**src/ts_pkg.sv**
```systemverilog
// constants and register map for the timestamp input unit
package ts_pkg;
   // ==========================================================
   // bus widths
   localparam int ADDR_W = 11; // byte address width
   localparam int DATA_W = 16; // register width
   // ==========================================================
   // register offsets
   localparam logic [10:0] OFS_MASK = 11'h41A; // interrupt mask
   localparam logic [10:0] OFS_ISTAT = 11'h41C; // interrupt status, w1c
   localparam logic [10:0] OFS_CTRL = 11'h41E; // enable and ready
   localparam logic [10:0] OFS_STATUS = 11'h420; // count and overflow
   localparam logic [10:0] OFS_CFG = 11'h422; // timestamp_unit_config
   localparam logic [10:0] OFS_S1_NSL = 11'h424; // first_capture_ns_low
   localparam logic [10:0] OFS_S1_NSH = 11'h426; // first ns high and edge
   localparam logic [10:0] OFS_S1_SL = 11'h428; // first_capture_sec_low
   localparam logic [10:0] OFS_S1_SH = 11'h42A; // first_capture_sec_high
   localparam logic [10:0] OFS_S1_SUB = 11'h42C; // first_capture_subcycle
   localparam logic [10:0] OFS_S2_NSL = 11'h434; // second_capture_ns_low
   localparam logic [10:0] OFS_S2_NSH = 11'h436; // second ns high and edge
   localparam logic [10:0] OFS_S2_SL = 11'h438; // second seconds low
   localparam logic [10:0] OFS_S2_SH = 11'h43A; // second seconds high
   localparam logic [10:0] OFS_S2_SUB = 11'h43C; // second subcycle
   // ==========================================================
   // configuration fields
   localparam int CFG_PIN_LSB = 8; // pin select 11:8
   localparam int CFG_RISE = 7; // rising edge enable
   localparam int CFG_FALL = 6; // falling edge enable
   localparam int CFG_TAIL = 5; // tail of cascade
   localparam int CFG_UP_LSB = 1; // upstream select 4:1
   localparam int CFG_CASC = 0; // cascade enable
   localparam logic [11:0] CFG_WMASK = 12'hFFF; // writable bits
   localparam logic [15:0] CFG_RST = 16'h0000; // config after reset
   localparam logic [3:0] PIN_LAST = 4'h6; // highest valid pin code
   localparam int NUM_PINS = 7; // selectable pins
   localparam int NUM_UNITS = 12; // units in the chain
   localparam int EDGE_BIT = 14; // edge flag in ns high word
   // ==========================================================
   // control and interrupt fields
   localparam int CTRL_EN = 0; // capture_unit_enable
   localparam int CTRL_RDY = 1; // capture_unit_ready, read only
   localparam int IRQ_RDY = 0; // results available event
   localparam int IRQ_OVF = 1; // counter overflow event
   // ==========================================================
   // counts
   localparam logic [3:0] CNT_MAX = 4'hF; // event counter ceiling
   localparam logic [3:0] CASC_MAX = 4'h2; // events of a non-tail unit
   localparam int CYCLE_NS = 8; // core clock period
   localparam int SAMPLE_NS = 40; // sampling cycle period
   localparam int SUB_SLOTS = SAMPLE_NS / CYCLE_NS; // 8 ns slots per cycle
   localparam logic [2:0] SUB_LAST = 3'(SUB_SLOTS - 1); // last slot code
endpackage

```
**src/ts_edge_detect.sv**
```systemverilog
// edge detector for the selected timestamp input pin
`timescale 1ns/1ps
module ts_edge_detect (
   input wire logic core_clk,
   input wire logic rst,
   input wire logic pin,
   input wire logic rise_en,
   input wire logic fall_en,
   output logic hit,
   output logic rising
);
   logic prev_q; // pin level one cycle back
   // ==========================================================
   // history
   always_ff @(posedge core_clk or posedge rst) begin
      if (rst) begin
         prev_q <= 1'b0;
      end else begin
         prev_q <= pin;
      end
   end
   // ==========================================================
   // qualified edges
   always_comb begin
      rising = pin & ~prev_q;
      hit = (rising & rise_en) | (~pin & prev_q & fall_en);
   end
endmodule // ts_edge_detect

```
**src/ts_unit.sv**
```systemverilog
// timestamp input unit: pin select, edge capture, cascade, registers
// ==========================================================
// Summary of operation
// (RULE1) config 11:8 picks pin 0 to 6
// (RULE2) config bit 7 enables rising edges
// (RULE3) config bit 6 enables falling edges
// (RULE4) config bit 5 marks cascade tail unit
// (RULE5) config 4:1 picks upstream done unit
// (RULE6) software numbers chain head 0, then predecessor
// (RULE7) config bit 0 joins cascade mode
// (RULE8) first capture ns low word readable
// (RULE9) first ns high holds bits 29:16
// (RULE10) ns high bit 14 shows edge direction
// (RULE11) first seconds read as two words
// (RULE12) subcycle code gives 8 ns slot
// (RULE13) second capture ns low word readable
// (RULE14) second ns high holds bits 29:16
// (RULE15) four-bit event counter saturates, flags overflow
// (RULE16) disable clears ready/overflow, enable clears count
// (RULE17) results set ready and interrupt
// (RULE18) first edge to slot one, next two
//
// Strobed register access was decided locally.
`timescale 1ns/1ps
module ts_unit (
   input wire logic core_clk,
   input wire logic rst,
   input wire logic [ts_pkg::ADDR_W-1:0] addr,
   input wire logic [ts_pkg::DATA_W-1:0] wdata,
   input wire logic wr,
   input wire logic rd,
   output logic [ts_pkg::DATA_W-1:0] rdata,
   input wire logic [ts_pkg::NUM_PINS-1:0] gpio_in,
   input wire logic [31:0] rtc_sec,
   input wire logic [29:0] rtc_ns,
   input wire logic [ts_pkg::NUM_UNITS-1:0] upstream_done,
   output logic done_out,
   output logic irq
);
   import ts_pkg::*;

   // ==========================================================
   // state
   logic [15:0] cfg_q; // timestamp_unit_config
   logic en_q; // capture_unit_enable
   logic rdy_q; // capture_unit_ready
   logic ovf_q; // edge_counter_overflow
   logic [3:0] cnt_q; // edge_event_counter
   logic [1:0] istat_q; // sticky interrupt status
   logic [1:0] mask_q; // interrupt mask, bit 0 is capture_interrupt_enable
   logic [2:0] sub_q; // 8 ns slot within the 40 ns cycle
   logic done_q; // done toward downstream unit
   logic irq_q; // registered interrupt
   logic [15:0] rdata_q; // read data, one cycle after strobe
   // ==========================================================
   // derived
   logic [3:0] pin_sel; // pin select field
   logic [3:0] up_sel; // upstream select field
   logic pin_lvl; // selected pin level
   logic up_ok; // upstream permits capture
   logic hit; // qualified edge this cycle
   logic rising; // edge was rising
   logic take; // edge accepted by the unit
   logic limit; // count has reached its mode ceiling
   logic ovf_ok; // unit may flag overflow
   logic load1; // store into first slot
   logic load2; // store into second slot
   logic en_set; // enable written 0 to 1
   logic en_clr; // enable written 1 to 0
   logic ovf_ev; // overflow event
   logic [15:0] s1_nsl, s1_nsh, s1_sl, s1_sh, s1_sub; // first slot words
   logic [15:0] s2_nsl, s2_nsh, s2_sl, s2_sh, s2_sub; // second slot words

   // ==========================================================
   // 8 ns slot divider
   // five core cycles make one 40 ns sampling cycle
   always_ff @(posedge core_clk or posedge rst) begin
      if (rst) begin
         sub_q <= 3'h0;
      end else if (sub_q == SUB_LAST) begin
         sub_q <= 3'h0; // RULE12
      end else begin
         sub_q <= sub_q + 3'h1; // RULE12
      end
   end

   // ==========================================================
   // pin and upstream selection
   always_comb begin
      pin_sel = cfg_q[CFG_PIN_LSB +: 4];
      up_sel = cfg_q[CFG_UP_LSB +: 4];
      // unused pin codes watch nothing
      if (pin_sel <= PIN_LAST) begin
         pin_lvl = gpio_in[pin_sel[2:0]]; // RULE1
      end else begin
         pin_lvl = 1'b0; // RULE1
      end
      // head (code 0) or single mode needs no upstream done
      if (!cfg_q[CFG_CASC] || up_sel == 4'h0) begin
         up_ok = 1'b1; // RULE7
      end else if (up_sel <= 4'(NUM_UNITS)) begin
         up_ok = upstream_done[up_sel - 4'h1]; // RULE5 RULE6
      end else begin
         up_ok = 1'b0; // RULE5
      end
   end

   // edge detector on the selected pin
   ts_edge_detect u_edge (
      .core_clk(core_clk),
      .rst(rst),
      .pin(pin_lvl),
      .rise_en(cfg_q[CFG_RISE]),
      .fall_en(cfg_q[CFG_FALL]),
      .hit(hit),
      .rising(rising)
   );

   // ==========================================================
   // acceptance
   always_comb begin
      // a non-tail cascade member stops after two events
      if (cfg_q[CFG_CASC] && !cfg_q[CFG_TAIL]) begin
         limit = (cnt_q == CASC_MAX); // RULE4 RULE7
         ovf_ok = 1'b0; // RULE4
      end else begin
         limit = (cnt_q == CNT_MAX); // RULE15
         ovf_ok = 1'b1; // RULE15
      end
      take = en_q & up_ok & hit; // RULE2 RULE3
      load1 = take & (cnt_q == 4'h0); // RULE18
      load2 = take & (cnt_q == 4'h1); // RULE18
      ovf_ev = take & limit & ovf_ok; // RULE15
      en_set = wr & (addr == OFS_CTRL) & wdata[CTRL_EN] & ~en_q;
      en_clr = wr & (addr == OFS_CTRL) & ~wdata[CTRL_EN] & en_q;
   end

   // capture storage for the two events
   ts_capture_slot u_slot1 (
      .core_clk(core_clk),
      .rst(rst),
      .load(load1),
      .rising(rising),
      .sub(sub_q),
      .rtc_sec(rtc_sec),
      .rtc_ns(rtc_ns),
      .ns_low(s1_nsl),
      .ns_high(s1_nsh),
      .sec_low(s1_sl),
      .sec_high(s1_sh),
      .subcycle(s1_sub)
   );
   ts_capture_slot u_slot2 (
      .core_clk(core_clk),
      .rst(rst),
      .load(load2),
      .rising(rising),
      .sub(sub_q),
      .rtc_sec(rtc_sec),
      .rtc_ns(rtc_ns),
      .ns_low(s2_nsl),
      .ns_high(s2_nsh),
      .sec_low(s2_sl),
      .sec_high(s2_sh),
      .subcycle(s2_sub)
   );

   // ==========================================================
   // configuration register
   always_ff @(posedge core_clk or posedge rst) begin
      if (rst) begin
         cfg_q <= CFG_RST;
      end else if (wr && addr == OFS_CFG) begin
         // upper nibble is reserved and stays zero
         cfg_q <= {4'h0, wdata[11:0] & CFG_WMASK}; // RULE1 RULE4 RULE5
      end
   end

   // ==========================================================
   // enable and mask
   always_ff @(posedge core_clk or posedge rst) begin
      if (rst) begin
         en_q <= 1'b0;
         mask_q <= 2'h0;
      end else begin
         if (wr && addr == OFS_CTRL) begin
            en_q <= wdata[CTRL_EN];
         end
         if (wr && addr == OFS_MASK) begin
            mask_q <= wdata[1:0];
         end
      end
   end

   // ==========================================================
   // event counter
   always_ff @(posedge core_clk or posedge rst) begin
      if (rst) begin
         cnt_q <= 4'h0;
      end else if (en_set) begin
         cnt_q <= 4'h0; // RULE16
      end else if (take && !limit) begin
         cnt_q <= cnt_q + 4'h1; // RULE15
      end
   end

   // ==========================================================
   // ready and overflow flags
   always_ff @(posedge core_clk or posedge rst) begin
      if (rst) begin
         rdy_q <= 1'b0;
         ovf_q <= 1'b0;
      end else if (en_clr) begin
         rdy_q <= 1'b0; // RULE16
         ovf_q <= 1'b0; // RULE16
      end else begin
         if (load1) begin
            rdy_q <= 1'b1; // RULE17
         end
         if (ovf_ev) begin
            ovf_q <= 1'b1; // RULE15
         end
      end
   end

   // ==========================================================
   // done toward the next unit of the chain
   always_ff @(posedge core_clk or posedge rst) begin
      if (rst) begin
         done_q <= 1'b0;
      end else if (en_set || !en_q || !cfg_q[CFG_CASC]) begin
         done_q <= 1'b0;
      end else if (load2) begin
         done_q <= 1'b1; // RULE7
      end
   end

   // ==========================================================
   // sticky interrupt status, set wins over write-one-clear
   always_ff @(posedge core_clk or posedge rst) begin
      if (rst) begin
         istat_q <= 2'h0;
      end else begin
         for (int i = 0; i < 2; i++) begin
            if ((i == IRQ_RDY && load1) || (i == IRQ_OVF && ovf_ev)) begin
               istat_q[i] <= 1'b1; // RULE17
            end else if (wr && addr == OFS_ISTAT && wdata[i]) begin
               istat_q[i] <= 1'b0;
            end
         end
      end
   end

   // interrupt level
   always_ff @(posedge core_clk or posedge rst) begin
      if (rst) begin
         irq_q <= 1'b0;
      end else begin
         irq_q <= |(istat_q & mask_q); // RULE17
      end
   end

   // ==========================================================
   // read data, one cycle after the strobe
   always_ff @(posedge core_clk or posedge rst) begin
      if (rst) begin
         rdata_q <= 16'h0000;
      end else if (rd) begin
         unique case (addr)
            OFS_MASK: rdata_q <= {14'h0000, mask_q};
            OFS_ISTAT: rdata_q <= {14'h0000, istat_q};
            OFS_CTRL: rdata_q <= {14'h0000, rdy_q, en_q};
            OFS_STATUS: rdata_q <= {11'h000, cnt_q, ovf_q}; // RULE15
            OFS_CFG: rdata_q <= cfg_q;
            OFS_S1_NSL: rdata_q <= s1_nsl; // RULE8
            OFS_S1_NSH: rdata_q <= s1_nsh; // RULE9 RULE10
            OFS_S1_SL: rdata_q <= s1_sl; // RULE11
            OFS_S1_SH: rdata_q <= s1_sh; // RULE11
            OFS_S1_SUB: rdata_q <= s1_sub; // RULE12
            OFS_S2_NSL: rdata_q <= s2_nsl; // RULE13
            OFS_S2_NSH: rdata_q <= s2_nsh; // RULE14 RULE10
            OFS_S2_SL: rdata_q <= s2_sl;
            OFS_S2_SH: rdata_q <= s2_sh;
            OFS_S2_SUB: rdata_q <= s2_sub;
            // unmapped addresses read as zero
            default: rdata_q <= 16'h0000;
         endcase
      end
   end

   // ==========================================================
   // outputs
   always_comb begin
      rdata = rdata_q;
      irq = irq_q;
      done_out = done_q;
   end
endmodule // ts_unit

```
**src/ts_capture_slot.sv**
```systemverilog
// one captured event: time, subcycle and edge direction
`timescale 1ns/1ps
module ts_capture_slot (
   input wire logic core_clk,
   input wire logic rst,
   input wire logic load,
   input wire logic rising,
   input wire logic [2:0] sub,
   input wire logic [31:0] rtc_sec,
   input wire logic [29:0] rtc_ns,
   output logic [15:0] ns_low,
   output logic [15:0] ns_high,
   output logic [15:0] sec_low,
   output logic [15:0] sec_high,
   output logic [15:0] subcycle
);
   logic [29:0] ns_q; // nanoseconds at 40 ns resolution
   logic [31:0] sec_q; // seconds
   logic [2:0] sub_q; // 8 ns slot code
   logic edge_q; // 1 rising, 0 falling
   // ==========================================================
   // storage
   always_ff @(posedge core_clk or posedge rst) begin
      if (rst) begin
         ns_q <= 30'h0;
         sec_q <= 32'h0;
         sub_q <= 3'h0;
         edge_q <= 1'b0;
      end else if (load) begin
         ns_q <= rtc_ns;
         sec_q <= rtc_sec;
         sub_q <= sub;
         edge_q <= rising;
      end
   end
   // ==========================================================
   // register words, reserved bits zero
   always_comb begin
      ns_low = ns_q[15:0];
      ns_high = {1'b0, edge_q, ns_q[29:16]};
      sec_low = sec_q[15:0];
      sec_high = sec_q[31:16];
      subcycle = {13'h0000, sub_q};
   end
endmodule // ts_capture_slot

```
**config.mk**
```make
export PLATFORM = sky130hd
export DESIGN_NAME = ts_unit
export DESIGN_NICKNAME = d
export VERILOG_FILES = /design/src/ts_pkg.sv /design/src/ts_edge_detect.sv /design/src/ts_unit.sv /design/src/ts_capture_slot.sv
export SDC_FILE = /design/constraint.sdc
export NUM_CORES = 1
export LEC_CHECK = 0
export ABC_CLOCK_PERIOD_IN_PS = 17400
export BUFFER_PORTS_ARGS = -buffer_cell sky130_fd_sc_hd__buf_2
export CAP_MARGIN = 10
export CORE_MARGIN = 3
export CORE_UTILIZATION = 50
export DETAILED_ROUTE_END_ITERATION = 16
export GPL_ROUTABILITY_DRIVEN = 0
export PLACE_DENSITY = 0.72
export SLEW_MARGIN = 20
export SYNTH_ARGS = -nofsm -noshare
export SYNTH_HDL_FRONTEND = slang
export SYNTH_SLANG_ARGS = --single-unit
```
**constraint.sdc**
```tcl
create_clock -name core_clk -period 17.4 [get_ports core_clk]
set_input_delay 3.48 -clock core_clk [delete_from_list [all_inputs] [get_ports core_clk]]
set_output_delay 3.48 -clock core_clk [all_outputs]
set_load 0.02 [all_outputs]
```
==> impl_metrics.xml <==
<?xml version="1.0" encoding="UTF-8"?>
<metrics>
  <group name="pwr">
    <metric name="cell_leakage_power" unit="nW">4.92</metric>
    <metric name="power_per_cell_area" unit="nW/um^2">83.3</metric>
    <metric name="power_report.internal_total" unit="mW">0.642</metric>
    <metric name="switching_component_of_the_power" unit="mW">0.187</metric>
    <metric name="peakVddDrop" unit="mV">0.0684</metric>
    <metric name="power_frac_seq" unit="">0.498</metric>
    <metric name="power_switching_share" unit="">0.226</metric>
    <metric name="total_power" unit="mW">0.829</metric>
    <metric name="clkPwrFrac" unit="">0.449</metric>
    <metric name="combinationalPowerShare" unit="">0.054</metric>
  </group>
  <group name="sta">
    <metric name="min_period" unit="ns">6.04</metric>
    <metric name="worst-slew-pin-transition" unit="ns">1.15</metric>
    <metric name="final_critical_path_setup_slack" unit="ns">11.36</metric>
    <metric name="finalHoldViolCount" unit="">0</metric>
    <metric name="final.setup_skew" unit="ns">0.00939</metric>
    <metric name="final.period_utilization" unit="">0.347</metric>
    <metric name="max_freq" unit="MHz">165</metric>
    <metric name="setup_viol_count_final" unit="">0</metric>
    <metric name="timing.hold.ws" unit="ns">0.494</metric>
    <metric name="timing.setup.tns" unit="ns">0</metric>
    <metric name="grt_setup_unrepaired" unit="">no</metric>
    <metric name="timing.slew.headroom" unit="">0.228</metric>
    <metric name="maxSlewViolCount" unit="">0</metric>
  </group>
  <group name="finish">
    <metric name="multi_input_area" unit="um^2">3880</metric>
    <metric name="filler_cell_count" unit="">1389</metric>
    <metric name="layout_cells_sized_above_1" unit="">0.375</metric>
    <metric name="design_area" unit="um^2">9950</metric>
    <metric name="areaGrowthSynthToFinish" unit="%">16.2</metric>
    <metric name="ff_latch_area" unit="um^2">4430</metric>
    <metric name="design.final.nets" unit="">911</metric>
    <metric name="diodes" unit="">0</metric>
  </group>
  <group name="clocking">
    <metric name="post-cts-setup-buffer-count" unit="">0</metric>
    <metric name="holdBufCountCts" unit="">0</metric>
    <metric name="ctsHtreeMaxLevel" unit="">4</metric>
    <metric name="tritoncts_clock_tree" unit="">yes</metric>
    <metric name="clkSlewWorstSetupHoldPaths" unit="ns">0.06</metric>
    <metric name="ctsResizeCount" unit="">0</metric>
    <metric name="tritoncts_num_sinks" unit="">177</metric>
    <metric name="cts_inserted_buffers" unit="">17</metric>
    <metric name="clock_latency" unit="ns">0.43</metric>
    <metric name="root_buffer" unit="">clkbuf_16</metric>
    <metric name="longest_clk_path_bufs" unit="">2</metric>
  </group>
  <group name="synth">
    <metric name="ys_types" unit="">69</metric>
    <metric name="synth-edff-count" unit="">0</metric>
    <metric name="synthDominantAreaCellType" unit="">dfrtp_1</metric>
    <metric name="top_post_synthesis_cells_by_area" unit="">dfrtp_1, mux2_2, mux2_1</metric>
    <metric name="yosysSeqAreaShare" unit="">0.517</metric>
    <metric name="synth_top_area_share" unit="">0.517</metric>
    <metric name="avg_synthesized_cell_area" unit="um^2">12.6</metric>
    <metric name="yosys_register_bits" unit="">177</metric>
    <metric name="syn_nets" unit="">799</metric>
    <metric name="synthArstFlopShare" unit="">1.00</metric>
    <metric name="synth_cells" unit="">680</metric>
    <metric name="syn-cell-area" unit="um^2">8570</metric>
    <metric name="ys.warnings.count" unit="">0</metric>
    <metric name="ys_dominant_reg_cell" unit="">dfrtp_1</metric>
  </group>
  <group name="global_route">
    <metric name="grt_use_met2" unit="">0.406</metric>
    <metric name="via_count_of_the_first_global_routing_pass" unit="">6765</metric>
    <metric name="use_met1" unit="">0.335</metric>
    <metric name="wire_length_of_the_first_global_routing_pass" unit="um">36300</metric>
    <metric name="grt_use_met3" unit="">0.0643</metric>
    <metric name="initial_antenna_violation_count" unit="">0</metric>
    <metric name="gr-usage-all-layers" unit="">0.256</metric>
    <metric name="busiest_layer" unit="">met2</metric>
    <metric name="grt.overflow.total" unit="">0</metric>
    <metric name="grt_start_max_net_pins" unit="">81</metric>
  </group>
  <group name="drt">
    <metric name="route.detailed.drc" unit="">0</metric>
    <metric name="drt_iter0_drc" unit="">600</metric>
    <metric name="route.final.wire_length" unit="um">23400</metric>
    <metric name="wl_per_cell" unit="um">22.8</metric>
    <metric name="route.detailed.vias_per_inst" unit="">6.30</metric>
    <metric name="vias" unit="">6462</metric>
    <metric name="drt_pre_antenna_iters" unit="">6</metric>
    <metric name="drtAntennaViolNets" unit="">0</metric>
  </group>
  <group name="floorplanning">
    <metric name="die_area" unit="um^2">18700</metric>
    <metric name="io_pins" unit="">130</metric>
    <metric name="fp-row-count" unit="">47</metric>
    <metric name="fp.dieH" unit="um">137</metric>
    <metric name="initial_core_util" unit="">0.513</metric>
    <metric name="area_of_the_core_region" unit="um^2">16700</metric>
    <metric name="die_x" unit="um">137</metric>
  </group>
  <group name="run">
    <metric name="max-cap-violations" unit="">0</metric>
  </group>
  <group name="place">
    <metric name="pre_cts_ws" unit="ns">10.96</metric>
    <metric name="hpwl" unit="um">16100</metric>
    <metric name="placement.cell_area" unit="um^2">9360</metric>
    <metric name="numPortBuffers" unit="">125</metric>
  </group>
  <group name="critical_path">
    <metric name="critPathKind" unit="">input pin to flop</metric>
    <metric name="worst_setup_path_end_kind" unit="">flop</metric>
    <metric name="startpoint_type" unit="">input pin</metric>
    <metric name="worst-path-max-fanout" unit="">12</metric>
    <metric name="timing.critical_path.arrival" unit="ns">6.36</metric>
    <metric name="required" unit="ns">17.71</metric>
  </group>
  <group name="worst_hold_path">
    <metric name="hold_path.class" unit="">flop to flop</metric>
  </group>
  <group name="outcome">
    <metric name="status" unit="">finished, final reports clean</metric>
  </group>
</metrics>
[sequential cells by signal (all words and copies together) (netlist names)]
name and count:
u_slot2.ns_q 30, u_slot1.sec_q 32, u_slot1.ns_q 30, u_slot2.sub_q 3, u_slot1.sub_q 3, irq 1, istat_q 2, ovf_q 1
cnt_q 4, cfg_q 12, mask_q 2, u_slot2.edge_q 1, rdata 16, done_out 1, u_edge.prev_q 1, u_slot1.edge_q 1
u_slot2.sec_q 32, rdy_q 1, en_q 1, sub_q 3
[synth_stat cells (6+ instances only)]
cell	n
ha_1	7
o21ai_0	20
mux2_1	37
a32oi_1	9
buf_2	8
o22ai_1	10
mux2i_1	17
inv_1	16
a21oi_1	9
a22oi_1	28
mux2_4	10
mux2_2	113
buf_1	6
nand4_1	8
dfrtp_1	177
clkbuf_1	22
a22o_1	10
nand3_1	16
nor2_1	18
nor2b_1	8
nor3_1	12
nand2_1	30
[cell type report]
type	count	share of cell area
clock buffers	23	0.0460
clock inverters	9	0.0109
inverters	17	0.00691
multi-input cells	442	0.389
flip-flops and latches	177	0.445
well taps	220	0.0277
repair buffers	137	0.0739
[power by group through the flow]
stage	Combinational, mW	Clock (mW)	Sequential, mW
CTS	0.0436	0.378	0.413
finish	0.0444	0.372	0.413
detailed placement	0.0436	0	0.420
global placement	0.0425	0	0.420
floorplan	0.0189	0	0.420
global route	0.0482	0.394	0.412
[cells in the final DEF, fill, tap and decap left out, types with 4 or more instances in the layout]
| cell | n |
|---|---|
| dfrtp_1 | 177 |
| buf_2 | 125 |
| mux2_2 | 113 |
| mux2_1 | 37 |
| nand2_1 | 30 |
| a22oi_1 | 28 |
| o21ai_0 | 20 |
| nor2_1 | 18 |
| mux2i_1 | 17 |
| clkbuf_16 | 17 |
| nand3_1 | 16 |
| inv_1 | 15 |
| nor3_1 | 12 |
| buf_4 | 11 |
| mux2_4 | 10 |
| a22o_1 | 10 |
| o22ai_1 | 10 |
| a21oi_1 | 9 |
| a32oi_1 | 9 |
| nand4_1 | 8 |
| nor2b_1 | 7 |
| ha_1 | 7 |
| a32o_1 | 5 |
| o211ai_1 | 5 |
| a211oi_1 | 5 |
| clkbuf_1 | 5 |
| o2bb2ai_1 | 4 |
| clkinvlp_4 | 4 |
[worst max-delay path: stages]
cell and delay (ns):
buf_2 0.12, or4b_2 0.88, nor2_1 0.49, buf_4 0.29, and2_1 0.30, nand2_1 0.39
mux2_2 0.39
[cell families (layout without fill, tap and decap cells)]
kind of cell               Yosys count  after routing  synth area share
and+or+nand+nor                    120            120            0.0755
AOI/OAI and AO/OA                  132            132             0.117
buffers and inverters               61            186            0.0336
DFF                                177            177             0.517
xor gates and xnor gates             2              2           0.00205
muxes                              181            181             0.245
adders and majority gates            7              7            0.0102
[layer usage]
| metal | routed length (um) | share of wire |
|---|---|---|
| met5 | 0 | 0 |
| met4 | 770 | 0.033 |
| met1 | 9550 | 0.41 |
| met3 | 1970 | 0.084 |
| met2 | 11100 | 0.47 |
[through the flow]
step	util	cells
after CTS	0.594	1024
after floorplan	-	680
after detailed placement	0.560	992
after global placement	0.560	992
after global routing	0.596	1025
final	0.596	1025
[path summary, 6_finish.rpt]
path | depth (start not counted) | slack (ns) | end | from
setup reg to reg | 9 | 13.78 | u_slot2.ns_q[8] | cfg_q[1]
min in group asynchronous | 2 | 3.04 | u_slot1.sec_q[30] | rst
hold / removal | 1 | 0.49 | u_slot2.sub_q[0] | u_slot2.sub_q[0]
setup / recovery | 7 | 11.36 | cfg_q[4] | addr[9]
hold reg to reg | 1 | 0.49 | u_slot2.sub_q[0] | u_slot2.sub_q[0]
max in group asynchronous | 5 | 12.58 | rdata[12] | rst
No activity file was read; power rests on OpenSTA's default activity.
